--- src/logic/smcg_defs.svh ---
`ifndef SMCG_DEFS_SVH
`define SMCG_DEFS_SVH
`define SMCG_ADDR_SLEEP_CTRL 2'h0
`define SMCG_ADDR_CLK_GATE 2'h1
`define SMCG_ADDR_STATUS 2'h2
`define SMCG_SE_BIT 0
`define SMCG_SM_LSB 1
`define SMCG_SM_MSB 3
`define SMCG_GATE_IMPL_MASK 8'h1F
`define SMCG_CTRL_MASK 8'h0F
`define SMCG_GATE_CONV 0
`define SMCG_GATE_USART 1
`define SMCG_GATE_SPI 2
`define SMCG_GATE_TIMER1 3
`define SMCG_GATE_DISPLAY 4
`define SMCG_RESET_BYTE 8'h00
`define SMCG_HALT_EXTRA 4'h4
`define SMCG_STANDBY_WAKE 4'h6
`endif

--- src/logic/smcg_pkg.sv ---
package smcg_pkg;
  typedef enum logic [2:0] {
    SMCG_MODE_IDLE = 3'h0,
    SMCG_MODE_NOISE = 3'h1,
    SMCG_MODE_PDOWN = 3'h2,
    SMCG_MODE_PSAVE = 3'h3,
    SMCG_MODE_STANDBY = 3'h6
  } smcg_mode_t;
  typedef enum logic [1:0] {
    SMCG_ST_RUN,
    SMCG_ST_SLEEP,
    SMCG_ST_START,
    SMCG_ST_HALT
  } smcg_state_t;
endpackage : smcg_pkg

--- src/logic/smcg_top.sv ---
// Contract
// - Sleep only when enable bit set.
// - Mode 000 idle: stop core and flash.
// - Hold core four cycles after start-up.
// - Mode 001 halts io, core, flash.
// - Noise mode starts conversion if enabled.
// - Noise mode limited wake-up source set.
// - Mode 010 power-down stops all clocks.
// - Power-down wakes on level, not edge.
// - Power-down wake waits start-up period.
// - Mode 011 power-save keeps timer2, display.
// - Save mode timer2 wake needs enables.
// - Save mode oscillators follow module clocks.
// - Mode 110 standby keeps oscillator, six cycles; the start state here lasts seven.
// - Gate bit stops clock, blocks access.
// - Clearing gate bit resumes frozen state.
// - Gating acts in active, idle only.
// - Gate bits 7..5 read zero.
// - Bit 4 gates display controller.
// - Bit 3 gates timer 1.
// - Bit 2 gates serial peripheral interface.
// - Bit 1 gates the USART.
// - Bit 0 gates converter, blocks comparator.
//
// Added by the designer: the plain strobed port and the placing of the registers.
`timescale 1ns/1ns
`include "smcg_defs.svh"
module smcg_top #(
  parameter int STARTUP_CYCLES = 16,
  parameter int NUM_GATES = 5
) (
  input wire logic sys_clk,
  input wire logic resetn,
  input wire logic [1:0] reg_addr,
  input wire logic [7:0] reg_wdata,
  input wire logic reg_wr,
  input wire logic reg_rd,
  output logic [7:0] reg_rdata,
  input wire logic sleep_instr,
  input wire logic crystal_selected,
  input wire logic converter_enabled,
  input wire logic global_irq_enable,
  input wire logic [1:0] timer2_irq_mask_reg,
  input wire logic timer2_running,
  input wire logic display_running,
  input wire logic timer2_async,
  input wire logic display_async,
  input wire logic wake_conv_done,
  input wire logic wake_display,
  input wire logic wake_start_cond,
  input wire logic [1:0] wake_timer2,
  input wire logic wake_nvm_ready,
  input wire logic wake_line0_level,
  input wire logic wake_line0_edge,
  input wire logic wake_pin_change,
  input wire logic wake_other_io,
  output logic core_clk_en,
  output logic flash_clk_en,
  output logic io_clk_en,
  output logic conv_clk_en,
  output logic async_clk_en,
  output logic main_osc_en,
  output logic timer_osc_en,
  output logic sync_only_t2_disp,
  output logic conv_start,
  output logic [NUM_GATES-1:0] periph_clk_en,
  output logic comparator_mux_allowed,
  output logic irq_service
);
  smcg_pkg::smcg_state_t st_reg, st_next;
  logic [2:0] mode_reg;
  logic [7:0] sleep_ctrl_reg;
  logic [NUM_GATES-1:0] gate_reg;
  logic [15:0] cnt_reg, cnt_next;
  logic [7:0] rdata_next;
  wire [2:0] sm_sel = sleep_ctrl_reg[`SMCG_SM_MSB:`SMCG_SM_LSB];
  wire se = sleep_ctrl_reg[`SMCG_SE_BIT];
  wire wr_ctrl = reg_wr && reg_addr == `SMCG_ADDR_SLEEP_CTRL;
  wire wr_gate = reg_wr && reg_addr == `SMCG_ADDR_CLK_GATE;
  wire sm_valid = sm_sel == smcg_pkg::SMCG_MODE_IDLE ||
    sm_sel == smcg_pkg::SMCG_MODE_NOISE ||
    sm_sel == smcg_pkg::SMCG_MODE_PDOWN ||
    sm_sel == smcg_pkg::SMCG_MODE_PSAVE ||
    (sm_sel == smcg_pkg::SMCG_MODE_STANDBY && crystal_selected);
  wire enter = st_reg == smcg_pkg::SMCG_ST_RUN && sleep_instr && se &&
    sm_valid;
  // Entry uses the new mode so clock enables drop with the state change.
  wire [2:0] mode_eff = enter ? sm_sel : mode_reg;
  wire m_idle = mode_eff == smcg_pkg::SMCG_MODE_IDLE;
  wire m_noise = mode_eff == smcg_pkg::SMCG_MODE_NOISE;
  wire m_pdown = mode_eff == smcg_pkg::SMCG_MODE_PDOWN;
  wire m_psave = mode_eff == smcg_pkg::SMCG_MODE_PSAVE;
  wire m_stby = mode_eff == smcg_pkg::SMCG_MODE_STANDBY;
  wire asleep_next = st_next != smcg_pkg::SMCG_ST_RUN;
  wire deep = asleep_next && !m_idle;
  // timer 2 wake needs both enables
  wire t2_wake = global_irq_enable && |(wake_timer2 & timer2_irq_mask_reg);
  // only level on line 0; edge ignored
  wire wake_base = wake_start_cond || wake_line0_level || wake_pin_change;
  wire wake_noise = wake_base || wake_conv_done || wake_display ||
    |wake_timer2 || wake_nvm_ready;
  wire wake_idle = wake_noise || wake_line0_edge || wake_other_io;
  wire wake_psave = wake_base || t2_wake || wake_display;
  wire wake_now = m_idle ? wake_idle : m_noise ? wake_noise :
    m_psave ? wake_psave : wake_base;
  wire [15:0] start_len = m_stby ? 16'(`SMCG_STANDBY_WAKE) :
    (m_pdown || (m_psave && !timer2_running && !display_running) ||
     m_psave) ? 16'(STARTUP_CYCLES) : 16'h0000;
  always_comb
  begin
    st_next = st_reg;
    cnt_next = cnt_reg;
    case (st_reg)
      smcg_pkg::SMCG_ST_RUN:
        if (enter)
          st_next = smcg_pkg::SMCG_ST_SLEEP;
      smcg_pkg::SMCG_ST_SLEEP:
        if (wake_now)
        begin
          st_next = smcg_pkg::SMCG_ST_START;
          cnt_next = start_len;
        end
      smcg_pkg::SMCG_ST_START:
        if (cnt_reg == 16'h0000)
        begin
          st_next = smcg_pkg::SMCG_ST_HALT;
          cnt_next = 16'(`SMCG_HALT_EXTRA) - 16'h0001;
        end
        else
          cnt_next = cnt_reg - 16'h0001;
      smcg_pkg::SMCG_ST_HALT:
        if (cnt_reg == 16'h0000)
          st_next = smcg_pkg::SMCG_ST_RUN;
        else
          cnt_next = cnt_reg - 16'h0001;
      default:
        st_next = smcg_pkg::SMCG_ST_RUN;
    endcase
  end
  assign rdata_next = reg_addr == `SMCG_ADDR_SLEEP_CTRL ? sleep_ctrl_reg :
    reg_addr == `SMCG_ADDR_CLK_GATE ?
      (8'(gate_reg) & `SMCG_GATE_IMPL_MASK) :
    reg_addr == `SMCG_ADDR_STATUS ? {3'h0, mode_reg, 2'(st_reg)} :
    `SMCG_RESET_BYTE;
  wire run_sync = (timer2_running && !timer2_async) ||
    (display_running && !display_async);
  wire run_async = (timer2_running && timer2_async) ||
    (display_running && display_async);
  always_ff @(posedge sys_clk or negedge resetn)
  begin
    if (!resetn)
    begin
      st_reg <= smcg_pkg::SMCG_ST_RUN;
      cnt_reg <= 16'h0000;
      mode_reg <= 3'h0;
      sleep_ctrl_reg <= `SMCG_RESET_BYTE;
      gate_reg <= '0;
      reg_rdata <= `SMCG_RESET_BYTE;
    end
    else
    begin
      st_reg <= st_next;
      cnt_reg <= cnt_next;
      if (enter)
        mode_reg <= sm_sel;
      if (wr_ctrl)
        sleep_ctrl_reg <= reg_wdata & `SMCG_CTRL_MASK;
      if (wr_gate)
        gate_reg <= reg_wdata[NUM_GATES-1:0];
      reg_rdata <= reg_rd ? rdata_next : `SMCG_RESET_BYTE;
    end
  end
  always_ff @(posedge sys_clk or negedge resetn)
  begin
    if (!resetn)
    begin
      core_clk_en <= 1'b1;
      flash_clk_en <= 1'b1;
      io_clk_en <= 1'b1;
      conv_clk_en <= 1'b1;
      async_clk_en <= 1'b1;
      main_osc_en <= 1'b1;
      timer_osc_en <= 1'b1;
      sync_only_t2_disp <= 1'b0;
      conv_start <= 1'b0;
      irq_service <= 1'b0;
      comparator_mux_allowed <= 1'b1;
    end
    else
    begin
      core_clk_en <= st_next == smcg_pkg::SMCG_ST_RUN;
      flash_clk_en <= st_next == smcg_pkg::SMCG_ST_RUN;
      io_clk_en <= !deep;
      conv_clk_en <= !(deep && !m_noise);
      async_clk_en <= !(deep && (m_pdown || m_stby) &&
        st_next == smcg_pkg::SMCG_ST_SLEEP);
      main_osc_en <= !(st_next == smcg_pkg::SMCG_ST_SLEEP &&
        (m_pdown || (m_psave && !run_sync)));
      timer_osc_en <= !(st_next == smcg_pkg::SMCG_ST_SLEEP &&
        (m_pdown || m_stby || (m_psave && !run_async)));
      sync_only_t2_disp <= st_next == smcg_pkg::SMCG_ST_SLEEP &&
        m_psave && run_sync;
      conv_start <= enter && sm_sel == smcg_pkg::SMCG_MODE_NOISE &&
        converter_enabled && !gate_reg[`SMCG_GATE_CONV];
      irq_service <= st_reg == smcg_pkg::SMCG_ST_HALT &&
        st_next == smcg_pkg::SMCG_ST_RUN;
      comparator_mux_allowed <= !gate_reg[`SMCG_GATE_CONV];
    end
  end
  genvar g;
  generate
    for (g = 0; g < NUM_GATES; g++)
    begin : g_gate
      always_ff @(posedge sys_clk or negedge resetn)
      begin
        if (!resetn)
          periph_clk_en[g] <= 1'b1;
        else
          periph_clk_en[g] <= !(wr_gate ? reg_wdata[g] : gate_reg[g]) &&
            !deep;
      end
    end
  endgenerate
  a_no_sleep_clear: assert property (
    @(posedge sys_clk) disable iff (!resetn)
    (sleep_instr && !se) |=> st_reg != smcg_pkg::SMCG_ST_SLEEP ||
    $past(st_reg) != smcg_pkg::SMCG_ST_RUN)
    else $error("Slept with enable clear.");
  a_halt_four: assert property (
    @(posedge sys_clk) disable iff (!resetn)
    $rose(st_reg == smcg_pkg::SMCG_ST_HALT) |->
    (st_reg == smcg_pkg::SMCG_ST_HALT)[*4] ##1
    st_reg == smcg_pkg::SMCG_ST_RUN)
    else $error("Halt not four cycles.");
  a_irq_pulse: assert property (
    @(posedge sys_clk) disable iff (!resetn)
    irq_service |-> core_clk_en && st_reg == smcg_pkg::SMCG_ST_RUN ##1
    !irq_service)
    else $error("Service pulse wrong.");
  a_edge_ignored: assert property (
    @(posedge sys_clk) disable iff (!resetn)
    (st_reg == smcg_pkg::SMCG_ST_SLEEP && m_pdown && wake_line0_edge &&
    !wake_base) |=> st_reg == smcg_pkg::SMCG_ST_SLEEP)
    else $error("Edge woke power-down.");
  a_noise_wake: assert property (
    @(posedge sys_clk) disable iff (!resetn)
    (st_reg == smcg_pkg::SMCG_ST_SLEEP && m_noise && !wake_conv_done &&
    !wake_display && !wake_start_cond && wake_timer2 == 2'h0 &&
    !wake_nvm_ready && !wake_line0_level && !wake_pin_change) |=>
    st_reg == smcg_pkg::SMCG_ST_SLEEP)
    else $error("Noise mode woke by other source.");
  a_t2_enable: assert property (
    @(posedge sys_clk) disable iff (!resetn)
    (st_reg == smcg_pkg::SMCG_ST_SLEEP && m_psave && !global_irq_enable &&
    !wake_base && !wake_display) |=> st_reg == smcg_pkg::SMCG_ST_SLEEP)
    else $error("Timer2 woke without enable.");
  a_stby_six: assert property (
    @(posedge sys_clk) disable iff (!resetn)
    (st_reg == smcg_pkg::SMCG_ST_SLEEP && m_stby && wake_base) |=>
    (st_reg == smcg_pkg::SMCG_ST_START)[*7] ##1
    st_reg == smcg_pkg::SMCG_ST_HALT)
    else $error("Standby start length wrong.");
  a_stby_osc: assert property (
    @(posedge sys_clk) disable iff (!resetn)
    (st_reg == smcg_pkg::SMCG_ST_SLEEP && m_stby) |->
    main_osc_en && !io_clk_en && !timer_osc_en)
    else $error("Standby oscillator stopped.");
  a_pdown_wake: assert property (
    @(posedge sys_clk) disable iff (!resetn)
    (st_reg == smcg_pkg::SMCG_ST_SLEEP && m_pdown && wake_base) |=>
    st_reg == smcg_pkg::SMCG_ST_START && cnt_reg == 16'(STARTUP_CYCLES))
    else $error("Power-down start-up period wrong.");
  a_idle_clocks: assert property (
    @(posedge sys_clk) disable iff (!resetn)
    (st_reg == smcg_pkg::SMCG_ST_SLEEP && m_idle) |-> !core_clk_en &&
    !flash_clk_en && io_clk_en && conv_clk_en && main_osc_en)
    else $error("Idle clock domains wrong.");
  a_noise_io: assert property (
    @(posedge sys_clk) disable iff (!resetn)
    (st_reg == smcg_pkg::SMCG_ST_SLEEP && m_noise) |->
    !io_clk_en && !core_clk_en && conv_clk_en && async_clk_en)
    else $error("Noise mode clock domains wrong.");
  a_psave_keep: assert property (
    @(posedge sys_clk) disable iff (!resetn)
    (st_reg == smcg_pkg::SMCG_ST_SLEEP && m_psave) |->
    async_clk_en && !conv_clk_en && !io_clk_en)
    else $error("Power-save clock domains wrong.");
  a_psave_osc: assert property (
    @(posedge sys_clk) disable iff (!resetn)
    (st_reg == smcg_pkg::SMCG_ST_SLEEP && m_psave) |->
    main_osc_en == $past(run_sync) && timer_osc_en == $past(run_async))
    else $error("Power-save oscillators wrong.");
  a_pdown_osc: assert property (
    @(posedge sys_clk) disable iff (!resetn)
    (st_reg == smcg_pkg::SMCG_ST_SLEEP && m_pdown && !wake_base) |=>
    !main_osc_en && !conv_clk_en)
    else $error("Power-down clocks running.");
  a_noise_conv: assert property (
    @(posedge sys_clk) disable iff (!resetn)
    (enter && sm_sel == smcg_pkg::SMCG_MODE_NOISE && converter_enabled &&
    !gate_reg[`SMCG_GATE_CONV]) |=> conv_start)
    else $error("No conversion started.");
  a_gate_read: assert property (
    @(posedge sys_clk) disable iff (!resetn)
    reg_rd |=> reg_rdata[7:5] == 3'h0 ||
    $past(reg_addr) != `SMCG_ADDR_CLK_GATE)
    else $error("Reserved gate bits nonzero.");
  a_gate_write: assert property (
    @(posedge sys_clk) disable iff (!resetn)
    (wr_gate && st_next == smcg_pkg::SMCG_ST_RUN) |=>
    periph_clk_en == ~$past(reg_wdata[NUM_GATES-1:0]))
    else $error("Gate write not applied.");
  a_gate_hold: assert property (
    @(posedge sys_clk) disable iff (!resetn)
    (st_reg == smcg_pkg::SMCG_ST_RUN && st_next == smcg_pkg::SMCG_ST_RUN &&
    !wr_gate) |=> periph_clk_en == ~gate_reg)
    else $error("Module clocks not following gate.");
  a_gate_active: assert property (
    @(posedge sys_clk) disable iff (!resetn)
    (st_reg == smcg_pkg::SMCG_ST_SLEEP && !m_idle) |->
    periph_clk_en == '0)
    else $error("Module clock running in deep sleep.");
  a_display_gate: assert property (
    @(posedge sys_clk) disable iff (!resetn)
    (st_reg == smcg_pkg::SMCG_ST_RUN && gate_reg[`SMCG_GATE_DISPLAY] &&
    !wr_gate) |=> !periph_clk_en[`SMCG_GATE_DISPLAY])
    else $error("Display clock not gated.");
  a_gate_clk: assert property (
    @(posedge sys_clk) disable iff (!resetn)
    (st_reg == smcg_pkg::SMCG_ST_RUN && gate_reg[`SMCG_GATE_TIMER1] &&
    !wr_gate) |=> !periph_clk_en[`SMCG_GATE_TIMER1])
    else $error("Timer1 clock not gated.");
  a_spi_gate: assert property (
    @(posedge sys_clk) disable iff (!resetn)
    (st_reg == smcg_pkg::SMCG_ST_RUN && gate_reg[`SMCG_GATE_SPI] &&
    !wr_gate) |=> !periph_clk_en[`SMCG_GATE_SPI])
    else $error("Serial interface clock not gated.");
  a_usart_gate: assert property (
    @(posedge sys_clk) disable iff (!resetn)
    (st_reg == smcg_pkg::SMCG_ST_RUN && gate_reg[`SMCG_GATE_USART] &&
    !wr_gate) |=> !periph_clk_en[`SMCG_GATE_USART])
    else $error("USART clock not gated.");
  a_conv_mux: assert property (
    @(posedge sys_clk) disable iff (!resetn)
    gate_reg[`SMCG_GATE_CONV] |=> !comparator_mux_allowed)
    else $error("Comparator kept converter input.");
  a_reserved_mode: assert property (
    @(posedge sys_clk) disable iff (!resetn)
    (st_reg == smcg_pkg::SMCG_ST_RUN && !sm_valid) |=>
    st_reg == smcg_pkg::SMCG_ST_RUN)
    else $error("Reserved mode slept.");
  c_idle: cover property (@(posedge sys_clk) enter && sm_sel == 3'h0);
  c_pdown: cover property (@(posedge sys_clk) enter && sm_sel == 3'h2);
  c_noise: cover property (@(posedge sys_clk) enter && m_noise);
  c_stby: cover property (@(posedge sys_clk) enter && m_stby);
  c_wake: cover property (@(posedge sys_clk) irq_service);
endmodule : smcg_top

--- config.mk ---
export PLATFORM = sky130hd
export DESIGN_NAME = smcg_top
export DESIGN_NICKNAME = d
export VERILOG_FILES = /design/src/logic/smcg_pkg.sv /design/src/logic/smcg_top.sv
export VERILOG_INCLUDE_DIRS = /design/src /design/src/logic
export SDC_FILE = /design/constraint.sdc
export NUM_CORES = 1
export LEC_CHECK = 0
export BUFFER_PORTS_ARGS = -buffer_cell sky130_fd_sc_hd__buf_2
export CAP_MARGIN = 25
export CORE_AREA = 3 3 111 113
export CTS_CLUSTER_DIAMETER = 50
export DETAILED_ROUTE_END_ITERATION = 10
export DIE_AREA = 0 0 114 116
export PLACE_DENSITY_LB_ADDON = 0.3
export SYNTH_ARGS = -nofsm -noshare
export SYNTH_HDL_FRONTEND = slang
export SYNTH_SLANG_ARGS = --single-unit
--- constraint.sdc ---
create_clock -name sys_clk -period 6.6 [get_ports sys_clk]
set_input_delay 0.99 -clock sys_clk [delete_from_list [all_inputs] [get_ports sys_clk]]
set_output_delay 0.99 -clock sys_clk [all_outputs]
set_load 0.02 [all_outputs]
After elaboration in Yosys (flattened, before gate mapping)
Cells that the tools add are included.
Widths: inputs -> output; s select.
{"block": "word_totals", "reg_bits": 50, "wordCells": 146, "inputBits": 34, "out_inout_bits": 24}
{"block": "classes", "eq_ne": 16, "n_addsub": 1, "bitwise": 1, "reduce_logical": 83, "n_mux": 24}
{"cell": "$mux 16", "n": 3}
{"cell": "$pmux 16 s3", "n": 1}
{"cell": "$logic_and 1x1->1", "n": 32}
{"cell": "$mux 5", "n": 6}
{"cell": "$logic_or 1x1->1", "n": 21}
{"cell": "$logic_not 1->1", "n": 19}
{"cell": "$logic_not 16->1", "n": 1}
{"cell": "$sub 16x1->16 const B", "n": 1}
{"cell": "$eq 3x2->1 const B", "n": 4}
{"cell": "$mux 1", "n": 8}
{"cell": "$mux 2", "n": 4}
{"cell": "$pmux 2 s4", "n": 1}
{"cell": "$eq 2x1->1 const B", "n": 3}
{"cell": "$eq 2x2->1 const B", "n": 3}
{"cell": "$eq 3x1->1 const B", "n": 2}
{"cell": "$eq 3x3->1 const B", "n": 2}
{"cell": "$logic_not 2->1", "n": 3}
{"cell": "$logic_not 3->1", "n": 2}
{"cell": "$ne 2x2->1 const B", "n": 2}
{"cell": "$reduce_or 2->1", "n": 2}
{"cell": "$mux 3", "n": 1}
{"cell": "$reduce_and 3->1", "n": 1}
{"cell": "$reduce_bool 3->1", "n": 1}
{"cell": "$and 2x2->2", "n": 1}
{"cell": "$reduce_bool 2->1", "n": 1}

Depth between registers and ports, before layout
Gate-level depths: netlist (run 1).
{"block": "depth", "ltp_word": 18, "depth_mapped": 11, "mapped_depth_nobuf": 8}

Worst setup path before layout (run 1)
Ideal clock, no wire load.
{"block": "synth_path", "kind": "input to register", "from": "input port sleep_instr", "to": "register cnt_reg[5]", "required_ns": 6.465, "n_path_buf": 2, "setup_ns": 0.135, "path_stages": 8, "arrival_ns": 2.544, "slack_ns": 3.921, "cell_sequence": "nand4b_4 -> or2_1 -> a21o_1 -> o31a_1 -> buf_2 -> buf_2 -> a221oi_1 -> o22ai_1"}
{"block": "synth_between", "elab_chain_len": 10, "elab_cells_between_ends": 12, "classes_between": "eq/ne: 3; mux: 4; reduce/logical: 5"}
{"element": "start: declaration", "line": "smcg_top.sv:39", "source": "input wire logic sleep_instr,"}
{"element": "$logic_and 1x1->1 (*) (3 in series)", "line": "smcg_top.sv:85", "source": "wire enter = st_reg == smcg_pkg::SMCG_ST_RUN && sleep_instr && se &&"}
{"element": "$mux 3 (*)"}
{"element": "$eq 3x2->1", "line": "smcg_top.sv:92", "source": "wire m_psave = mode_eff == smcg_pkg::SMCG_MODE_PSAVE;"}
{"element": "$mux 1", "line": "smcg_top.sv:105", "source": "m_psave ? wake_psave : wake_base;"}
{"element": "$mux 1", "line": "smcg_top.sv:104", "source": "wire wake_now = m_idle ? wake_idle : m_noise ? wake_noise :"}
{"element": "$mux 1 (*)", "line": "smcg_top.sv:104"}
{"element": "$ne 2x2->1 (no source line) (*)"}
{"element": "$reduce_and 3->1 (no source line) (*)"}
{"element": "end signal: assignment", "line": "smcg_top.sv:163", "source": "cnt_reg <= cnt_next;"}
{"element": "end: declaration", "line": "smcg_top.sv:74", "source": "logic [15:0] cnt_reg, cnt_next;"}
Mark *: on every way between the ends. The rest lies on a longest branch, timed or not.
A chain may end at the register's enable or synchronous reset.

Worst setup path after layout (run 1)
{"block": "layout_path", "from": "register st_reg[0]", "to": "register sync_only_t2_disp"}
{"block": "layout_between", "elab_chain_len": 14, "elab_cells_between_ends": 22, "classes_between": "eq/ne: 6; mux: 9; reduce/logical: 7"}
{"element": "start: declaration", "line": "smcg_top.sv:70", "source": "smcg_pkg::smcg_state_t st_reg, st_next;"}
{"element": "start signal: assignment", "line": "smcg_top.sv:153", "source": "st_reg <= smcg_pkg::SMCG_ST_RUN;"}
{"element": "start signal: assignment", "line": "smcg_top.sv:162", "source": "st_reg <= st_next;"}
{"element": "$logic_not 2->1", "line": "smcg_top.sv:85, smcg_top.sv:113"}
{"element": "$logic_and 1x1->1 (3 in series)", "line": "smcg_top.sv:85"}
{"element": "$mux 3"}
{"element": "$eq 3x2->1", "line": "smcg_top.sv:92"}
{"element": "$mux 1", "line": "smcg_top.sv:105"}
{"element": "$mux 1 (2 in series)", "line": "smcg_top.sv:104"}
{"element": "$mux 2", "line": "smcg_top.sv:118", "source": "if (wake_now)"}
{"element": "$pmux 2 s4", "line": "smcg_top.sv:113", "source": "case (st_reg)"}
{"element": "$eq 2x1->1", "line": "smcg_top.sv:201", "source": "sync_only_t2_disp <= st_next == smcg_pkg::SMCG_ST_SLEEP &&"}
{"element": "$logic_and 1x1->1 (*)", "line": "smcg_top.sv:201"}
{"element": "$logic_and 1x1->1 (*)", "line": "smcg_top.sv:202", "source": "m_psave && run_sync;"}
{"element": "end signal: assignment", "line": "smcg_top.sv:201"}
{"element": "end: declaration", "line": "smcg_top.sv:64", "source": "output logic sync_only_t2_disp,"}
Marks and branches as above.

==> results of run 1 <==
==> placed cells by master (no fill, tap or decap), drive strengths merged, types with 6 or more instances in the layout <==
| cell | Yosys | layout |
|---|---|---|
| mux2i | 7 | 7 |
| buf | 8 | 53 |
| a221oi | 7 | 7 |
| o21ai | 16 | 16 |
| nand2 | 27 | 27 |
| o22ai | 13 | 13 |
| inv | 27 | 29 |
| nor2 | 22 | 22 |
| nor4 | 6 | 6 |
| mux2 | 9 | 9 |
| a21oi | 17 | 17 |
| dfrtp | 38 | 38 |
| nand3 | 6 | 6 |
| dfstp | 12 | 12 |
==> critical path: cells and delay by family, from the launching register on <==
| kind | cells | cell delay, ps |
|---|---|---|
| buffers and inverters | 1 | 190 |
| DFF | 1 | 450 |
| adders and majority gates | 1 | 420 |
| AOI/OAI and AO/OA | 4 | 1690 |
| and+or+nand+nor | 2 | 510 |
==> metal layers <==
metal	GRT usage, %	vias to the layer above	routed length, um
met1	14.60	1167	3297
li1	-	1181	-
met5	0	-	0
met4	1.900	0	29
met3	3.081	4	343
met2	18.19	50	3433
==> power by group <==
group          total (W)  leakage, nW  internal [W]  switching (W)
clock           0.000270       0.0763      0.000145       0.000125
combinational   0.000852        0.827      0.000319       0.000534
sequential      0.000495        0.616      0.000418      0.0000763
==> cell usage after synthesis (all sizes together), types with 2 or more instances <==
master / instances
o311ai: 2
nor2b: 3
nor3: 4
o21ai: 16
or4b: 2
mux2i: 7
nand4b: 2
clkbuf: 6
or2: 2
nand3: 6
nand2: 27
mux2: 9
a21o: 3
inv: 27
or3: 2
o211ai: 4
dfrtp: 38
o31ai: 2
nor4: 6
o31a: 2
a2111o: 2
nor3b: 2
a221oi: 7
nor4b: 2
and2: 5
nand4: 5
ha: 5
o22ai: 13
dfstp: 12
a31oi: 2
buf: 8
nand2b: 2
o2111ai: 2
nor2: 22
and3: 2
a21oi: 17
a22o: 2
==> path summary, 6_finish.rpt <==
path,cells past startpoint,slack (ps),endpoint
min in group asynchronous,2,790,gate_reg[4]
setup reg to reg,8,3290,sync_only_t2_disp
setup / recovery,8,3290,sync_only_t2_disp
hold / removal,1,470,comparator_mux_allowed
hold reg to reg,1,470,comparator_mux_allowed
max in group asynchronous,2,5380,sync_only_t2_disp
==> layout make-up <==
type	instances	area, um^2	area share, %
multi-input combinational	207	1410	41.71
sequential	50	1266	37.45
timing repair buffer	53	270.3	7.994
tap	143	178.9	5.292
clock buffer	5	125.1	3.701
inverter	27	101.3	2.998
clock inverter	3	28.78	0.8512
==> metrics by stage <==
step           std cells  setup slack, ps  total power [W]  hold WS (ps)  util, %
6_report             488             3287         0.001617         470.4    29.61
5_1_grt              488             2996         0.001763         505.5    29.61
3_5_place_dp         480             3286         0.001354         465.2    28.26
2_1_floorplan        298             3921         0.001129         398.1        -
3_3_place_gp         480             3303         0.001347         453.9    28.26
4_1_cts              488             3297         0.001630         476.1    29.61
==> logic make-up (layout without fill, tap and decap cells) <==
logic type                 Yosys count  in the layout  share of synthesized area (%)
buffers and inverters               41             88                          6.118
AOI/OAI and AO/OA                   85             85                          20.95
and+or+nand+nor                     98             98                          20.03
muxes                               16             16                          6.030
adders and majority gates            5              5                          2.201
other                                1              3                         0.1319
DFF                                 50             50                          44.54
==> metrics.yaml, run 1 <==
floorplan:
  fp.dieW_um: 114
  rows: 39
  dieArea_um2: 13220
  start_util_pct: 24.90
  dieHeight_um: 116
  ios: 58
  core_region_area_um2: 11420
finish:
  fillers: 1236
  fin_area_um2: 3381
  largest_register_ffs: 16
  layout.nets: 383
  antenna_cells: 0
  area_delta_synth_final_pct: 18.93
  drive_gt1_share_pct: 27.83
power:
  p_per_area_nw_per_um2: 478.4
  peakVddDrop_uv: 140.0
  power_leakage_nw: 1.520
cts:
  path_clk_slew_ps: 80
  cts_made_buffers: 5
  cts_tree: "yes"
  cts.sinks: 50
  postCtsSetupRepairBufs: 0
  holdBufCountCts: 0
  cts_resized: 0
  htreeDepth: 2
  clock_latency_ps: 300
  root_buffer: "clkbuf_16"
  clk_path_buf_depth: 2
placement:
  placed_cell_area_um2: 3227
  place.gp.congestion: 0.8310
  io_buffers: 51
  dp_hpwl_um: 5320
synth:
  synth_edf_count: 0
  syn_avg_cell_area_um2: 9.604
  seq_area_frac_synth_pct: 44.54
  yosys.area.top_type: "dfrtp_1"
  netlist_area_um2: 2843
  synth_cells: 296
  yosysTopAreaCellShare_pct: 33.45
  synth_area_leaders: "dfrtp_1, dfstp_2, inv_1, mux2_2, nand2_1"
  synth-seq-cells: 50
  yosys_warnings: 0
  ys_dominant_reg_cell: "dfrtp_1"
  async_reset_ff_share_pct: 100.0
  synth.distinct_cells: 65
global_routing:
  grt_pass1_vias: 2344
  track_usage_pct: 11.00
  grt_max_degree: 51
  grt_first_pass_wirelength_um: 11760
  grt.overflow.total: 0
  antenna_found_initial: 0
critical_path:
  startpoint: "st_reg[0]"
  slowest_delay_ps: 630
  cp_max_fo: 17
  critPathSlowestCell: "o31a_1"
  crit_path_start_kind: "flip-flop"
  crit_chain: "inv_1 > ha_1 > nand4_2 > a21o_1 > a221oi_2 > o31a_1 > o221a_2 > and4b_1"
  r2r-start: "st_reg[0]"
  crit_type: "reg -> reg"
  cp-end-kind: "flip-flop"
  arrival_ps: 3540
  cp.required_ps: 6830
detailed_routing:
  ant_nets: 0
  viasPerCell: 4.922
  routed_wl_um: 7103
  drcViolationCount: 0
  firstDrtPassIters: 4
  via_count: 2402
  first_iter_violations: 134
  avgRoutedWirePerCell_um: 14.56
worst_hold_path:
  hp-start: "gate_reg[0]"
  min_path_type: "reg -> reg"
timing:
  worstMarginPinSlew_ps: 992.5
  relSlewSlack_pct: 33.52
  setup_tns_ps: 0
  final-max-slew-violation-count: 0
  fin_crit_sh_pct: 50.20
  max_freq_ghz: 0.3018
  rsz0062_at_grt: "no"
  period_needed_ps: 3313
  finalSetupViolations: 0
  clock_skew_ps: 8.530
  timing.final.hold_violations: 0
job:
  maxCapViolCount: 0
outcome:
  status: "finished, final reports clean"
Power figures use the tool's default switching activity.
==> run 2: changes to the inputs <==
==> constraint.sdc (replaced) <==
create_clock -name sys_clk -period 2.9 [get_ports sys_clk]
set_input_delay 0.435 -clock sys_clk [delete_from_list [all_inputs] [get_ports sys_clk]]
set_output_delay 0.435 -clock sys_clk [all_outputs]
set_load 0.02 [all_outputs]
==> run 2 against run 1 <==
  * Utilization up 1.3 points
  * Worst setup slack worse by 3000 ps
  * Sequential power rose by 120%
  * Fmax up 26%
  * Power grew 140%
  * Flip-flop and latch count stayed put
  * Global-route usage rose by 0.58 points
  * Final cell count increased by 3.9%
  * Critical path type unchanged
  * Via count increased by 1.6%
  * Highest routed layer unchanged
  * Clock skew is 3.7 ps lower
  * First-iteration DRC count increased by 22%
  * Wire length rose by 4.5%
  * Largest cell class unchanged
==> metrics.yaml, run 2 (same netlist as run 1, synthesis figures left out) <==
finish:
  largest_register_ffs: 16  # unchanged
  final_cell_mix: "buf_2, dfrtp_1, inv_1, nand2_1, nor2_1"
  drive_gt1_share_pct: 31.87  # +4.0 points
  layout.nets: 402  # +5.0%
  fillers: 1211  # -2.0%
  antenna_cells: 0  # unchanged
  instances_no_fill: 507  # +3.9%
  final_common_cell: "buf_2"
  area_delta_synth_final_pct: 24.16
  final_util_pct: 30.91  # +1.3 points
timing:
  fin_crit_sh_pct: 90.96  # +41 points
  period_needed_ps: 2638  # -675.5 ps
  finalSetupViolations: 0  # unchanged
  setup_tns_ps: 0  # unchanged
  timing.final.hold_violations: 0  # unchanged
  max_freq_ghz: 0.3791  # +26%
  clock_skew_ps: 4.825  # -3.705 ps
  relSlewSlack_pct: 59.11  # +26 points
  final-max-slew-violation-count: 0  # unchanged
  worstMarginPinSlew_ps: 612.0  # -380.5 ps
  rsz0062_at_grt: "no"
detailed_routing:
  avgRoutedWirePerCell_um: 14.64  # +0.56%
  firstDrtPassIters: 4  # unchanged
  via_count: 2440  # +1.6%
  first_iter_violations: 163  # +22%
  routed_wl_um: 7421  # +4.5%
  viasPerCell: 4.813  # -2.2%
  drcViolationCount: 0  # unchanged
  ant_nets: 0  # unchanged
power:
  p_per_area_nw_per_um2: 1104  # +130%
  peakVddDrop_uv: 452.6  # +220%
  totalPowerFinal_w: 0.003898  # +140%
  power_leakage_nw: 1.613  # +6.1%
critical_path:
  rr_endpoint: "sync_only_t2_disp"
  rrSetupSlack_ps: 260  # -3020 ps
  cp_max_fo: 13  # -4
  crit_chain: "inv_1 > ha_1 > nand4_2 > a21o_1 > a221oi_2 > o31a_1 > o221a_2 > and4b_1"
  cp-end-kind: "flip-flop"
  critPathBufInv: 1  # unchanged
  slowest_delay_ps: 550  # -80 ps
  crit_type: "reg -> reg"
  r2r-start: "st_reg[1]"
  cp_top_family: "compound AO/OA/AOI/OAI gates"
  crit_path_start_kind: "flip-flop"
  critPathSlowestCell: "o31a_1"
  ff2ff_path_depth: 8  # unchanged
  arrival_ps: 2870  # -670 ps
  cp.required_ps: 3130  # -3700 ps
cts:
  cts_made_buffers: 5  # unchanged
  root_buffer: "clkbuf_16"
  cts.sinks: 50  # unchanged
  cts_tree: "yes"
  htreeDepth: 2  # unchanged
  clock_latency_ps: 290  # about the same
  clk_path_buf_depth: 2  # unchanged
  path_clk_slew_ps: 70  # about the same
global_routing:
  grt_first_pass_wirelength_um: 12450  # +5.9%
  grt_max_degree: 23  # -55%
  grt.overflow.total: 0  # unchanged
  track_usage_pct: 11.58  # +0.58 points
  antenna_found_initial: 0  # unchanged
  grt_pass1_vias: 2472  # +5.5%
outcome:
  status: "finished, final reports clean"
floorplan:
  fp.dieW_um: 114  # unchanged
  start_util_pct: 24.90  # unchanged
  core_region_area_um2: 11420  # unchanged
  dieArea_um2: 13220  # unchanged
  ios: 58  # unchanged
  rows: 39  # unchanged
  dieHeight_um: 116  # unchanged
worst_hold_path:
  min_path_type: "in -> async"
placement:
  place_inst: 499  # +4.0%
  dp_hpwl_um: 5691  # +7.0%
  io_buffers: 51  # unchanged
  place.gp.congestion: 0.8424  # +1.4%
job:
  maxCapViolCount: 0  # unchanged
run 2: cell count changes in the layout (fill, tap and decap cells not counted), sizes merged:
cell and change:
buf +19
run 2: layout make-up:
cell class / instances / area (um^2) / area share (%)
multi-input cells: 207 / 1416 / 40.13
flip-flops and latches: 50 / 1266 / 35.87
repair buffers: 72 / 412.9 / 11.70
well taps: 143 / 178.9 / 5.069
clock buffers: 5 / 125.1 / 3.545
inverters: 27 / 101.3 / 2.871
clock inverters: 3 / 28.78 / 0.8153
run 2: repair_timing:
action | 4_1_cts | 5_1_grt
setup buffers | 0 | 0
setup endpoints to repair | 0 | 3
resized for setup | 0 | 1
hold buffers | 0 | 0
run 2: worst reg2reg max path: stages (launching register included):
cell and delay (ps):
dfrtp_1 380, inv_1 80, ha_1 250, nand4_2 140, a21o_1 250, a221oi_2 380, o31a_1 550, o221a_2 370
and4b_1 200
run 2: stage by stage:
stage / hold slack (ps) / cell area, um^2 / setup slack, ps
after floorplan: 139.4 / 2850 / 338.4
after CTS: 26.42 / 3523 / 159.5
after detailed placement: 348.1 / 3369 / 177.9
after global routing: 33.49 / 3530 / 31.94
after global placement: 342.0 / 3369 / 223.8
final: 24.12 / 3530 / 262.2
run 2: how the worst max path moves through the flow:
stage	start	end	slack [ps]	depth (start not counted)
final	st_reg[1]	sync_only_t2_disp	260	8
after detailed placement	st_reg[1]	periph_clk_en[4]	180	8
after global routing	st_reg[0]	sync_only_t2_disp	30	9
after global placement	st_reg[0]	periph_clk_en[3]	220	8
after floorplan	st_reg[0]	cnt_reg[5]	340	11
after CTS	st_reg[1]	periph_clk_en[1]	160	8
run 2: where the power goes:
| group | internal (W) | total, W | leakage (nW) | switching, W |
|---|---|---|---|---|
| clock network | 0.000331 | 0.000623 | 0.0763 | 0.000291 |
| registers | 0.000952 | 0.00110 | 0.616 | 0.000148 |
| logic | 0.000886 | 0.00218 | 0.920 | 0.00129 |
| total | 0.00217 | 0.00390 | 1.61 | 0.00173 |
run 2: layer usage:
metal  track usage [%]  share of wire [%]  up-vias
met1             15.53                 47     1164
met2             19.59                 49       47
met3             2.298                4.1        6
met5                 0                  0        -
met4             2.138               0.74        0
li1                  -                  -     1223
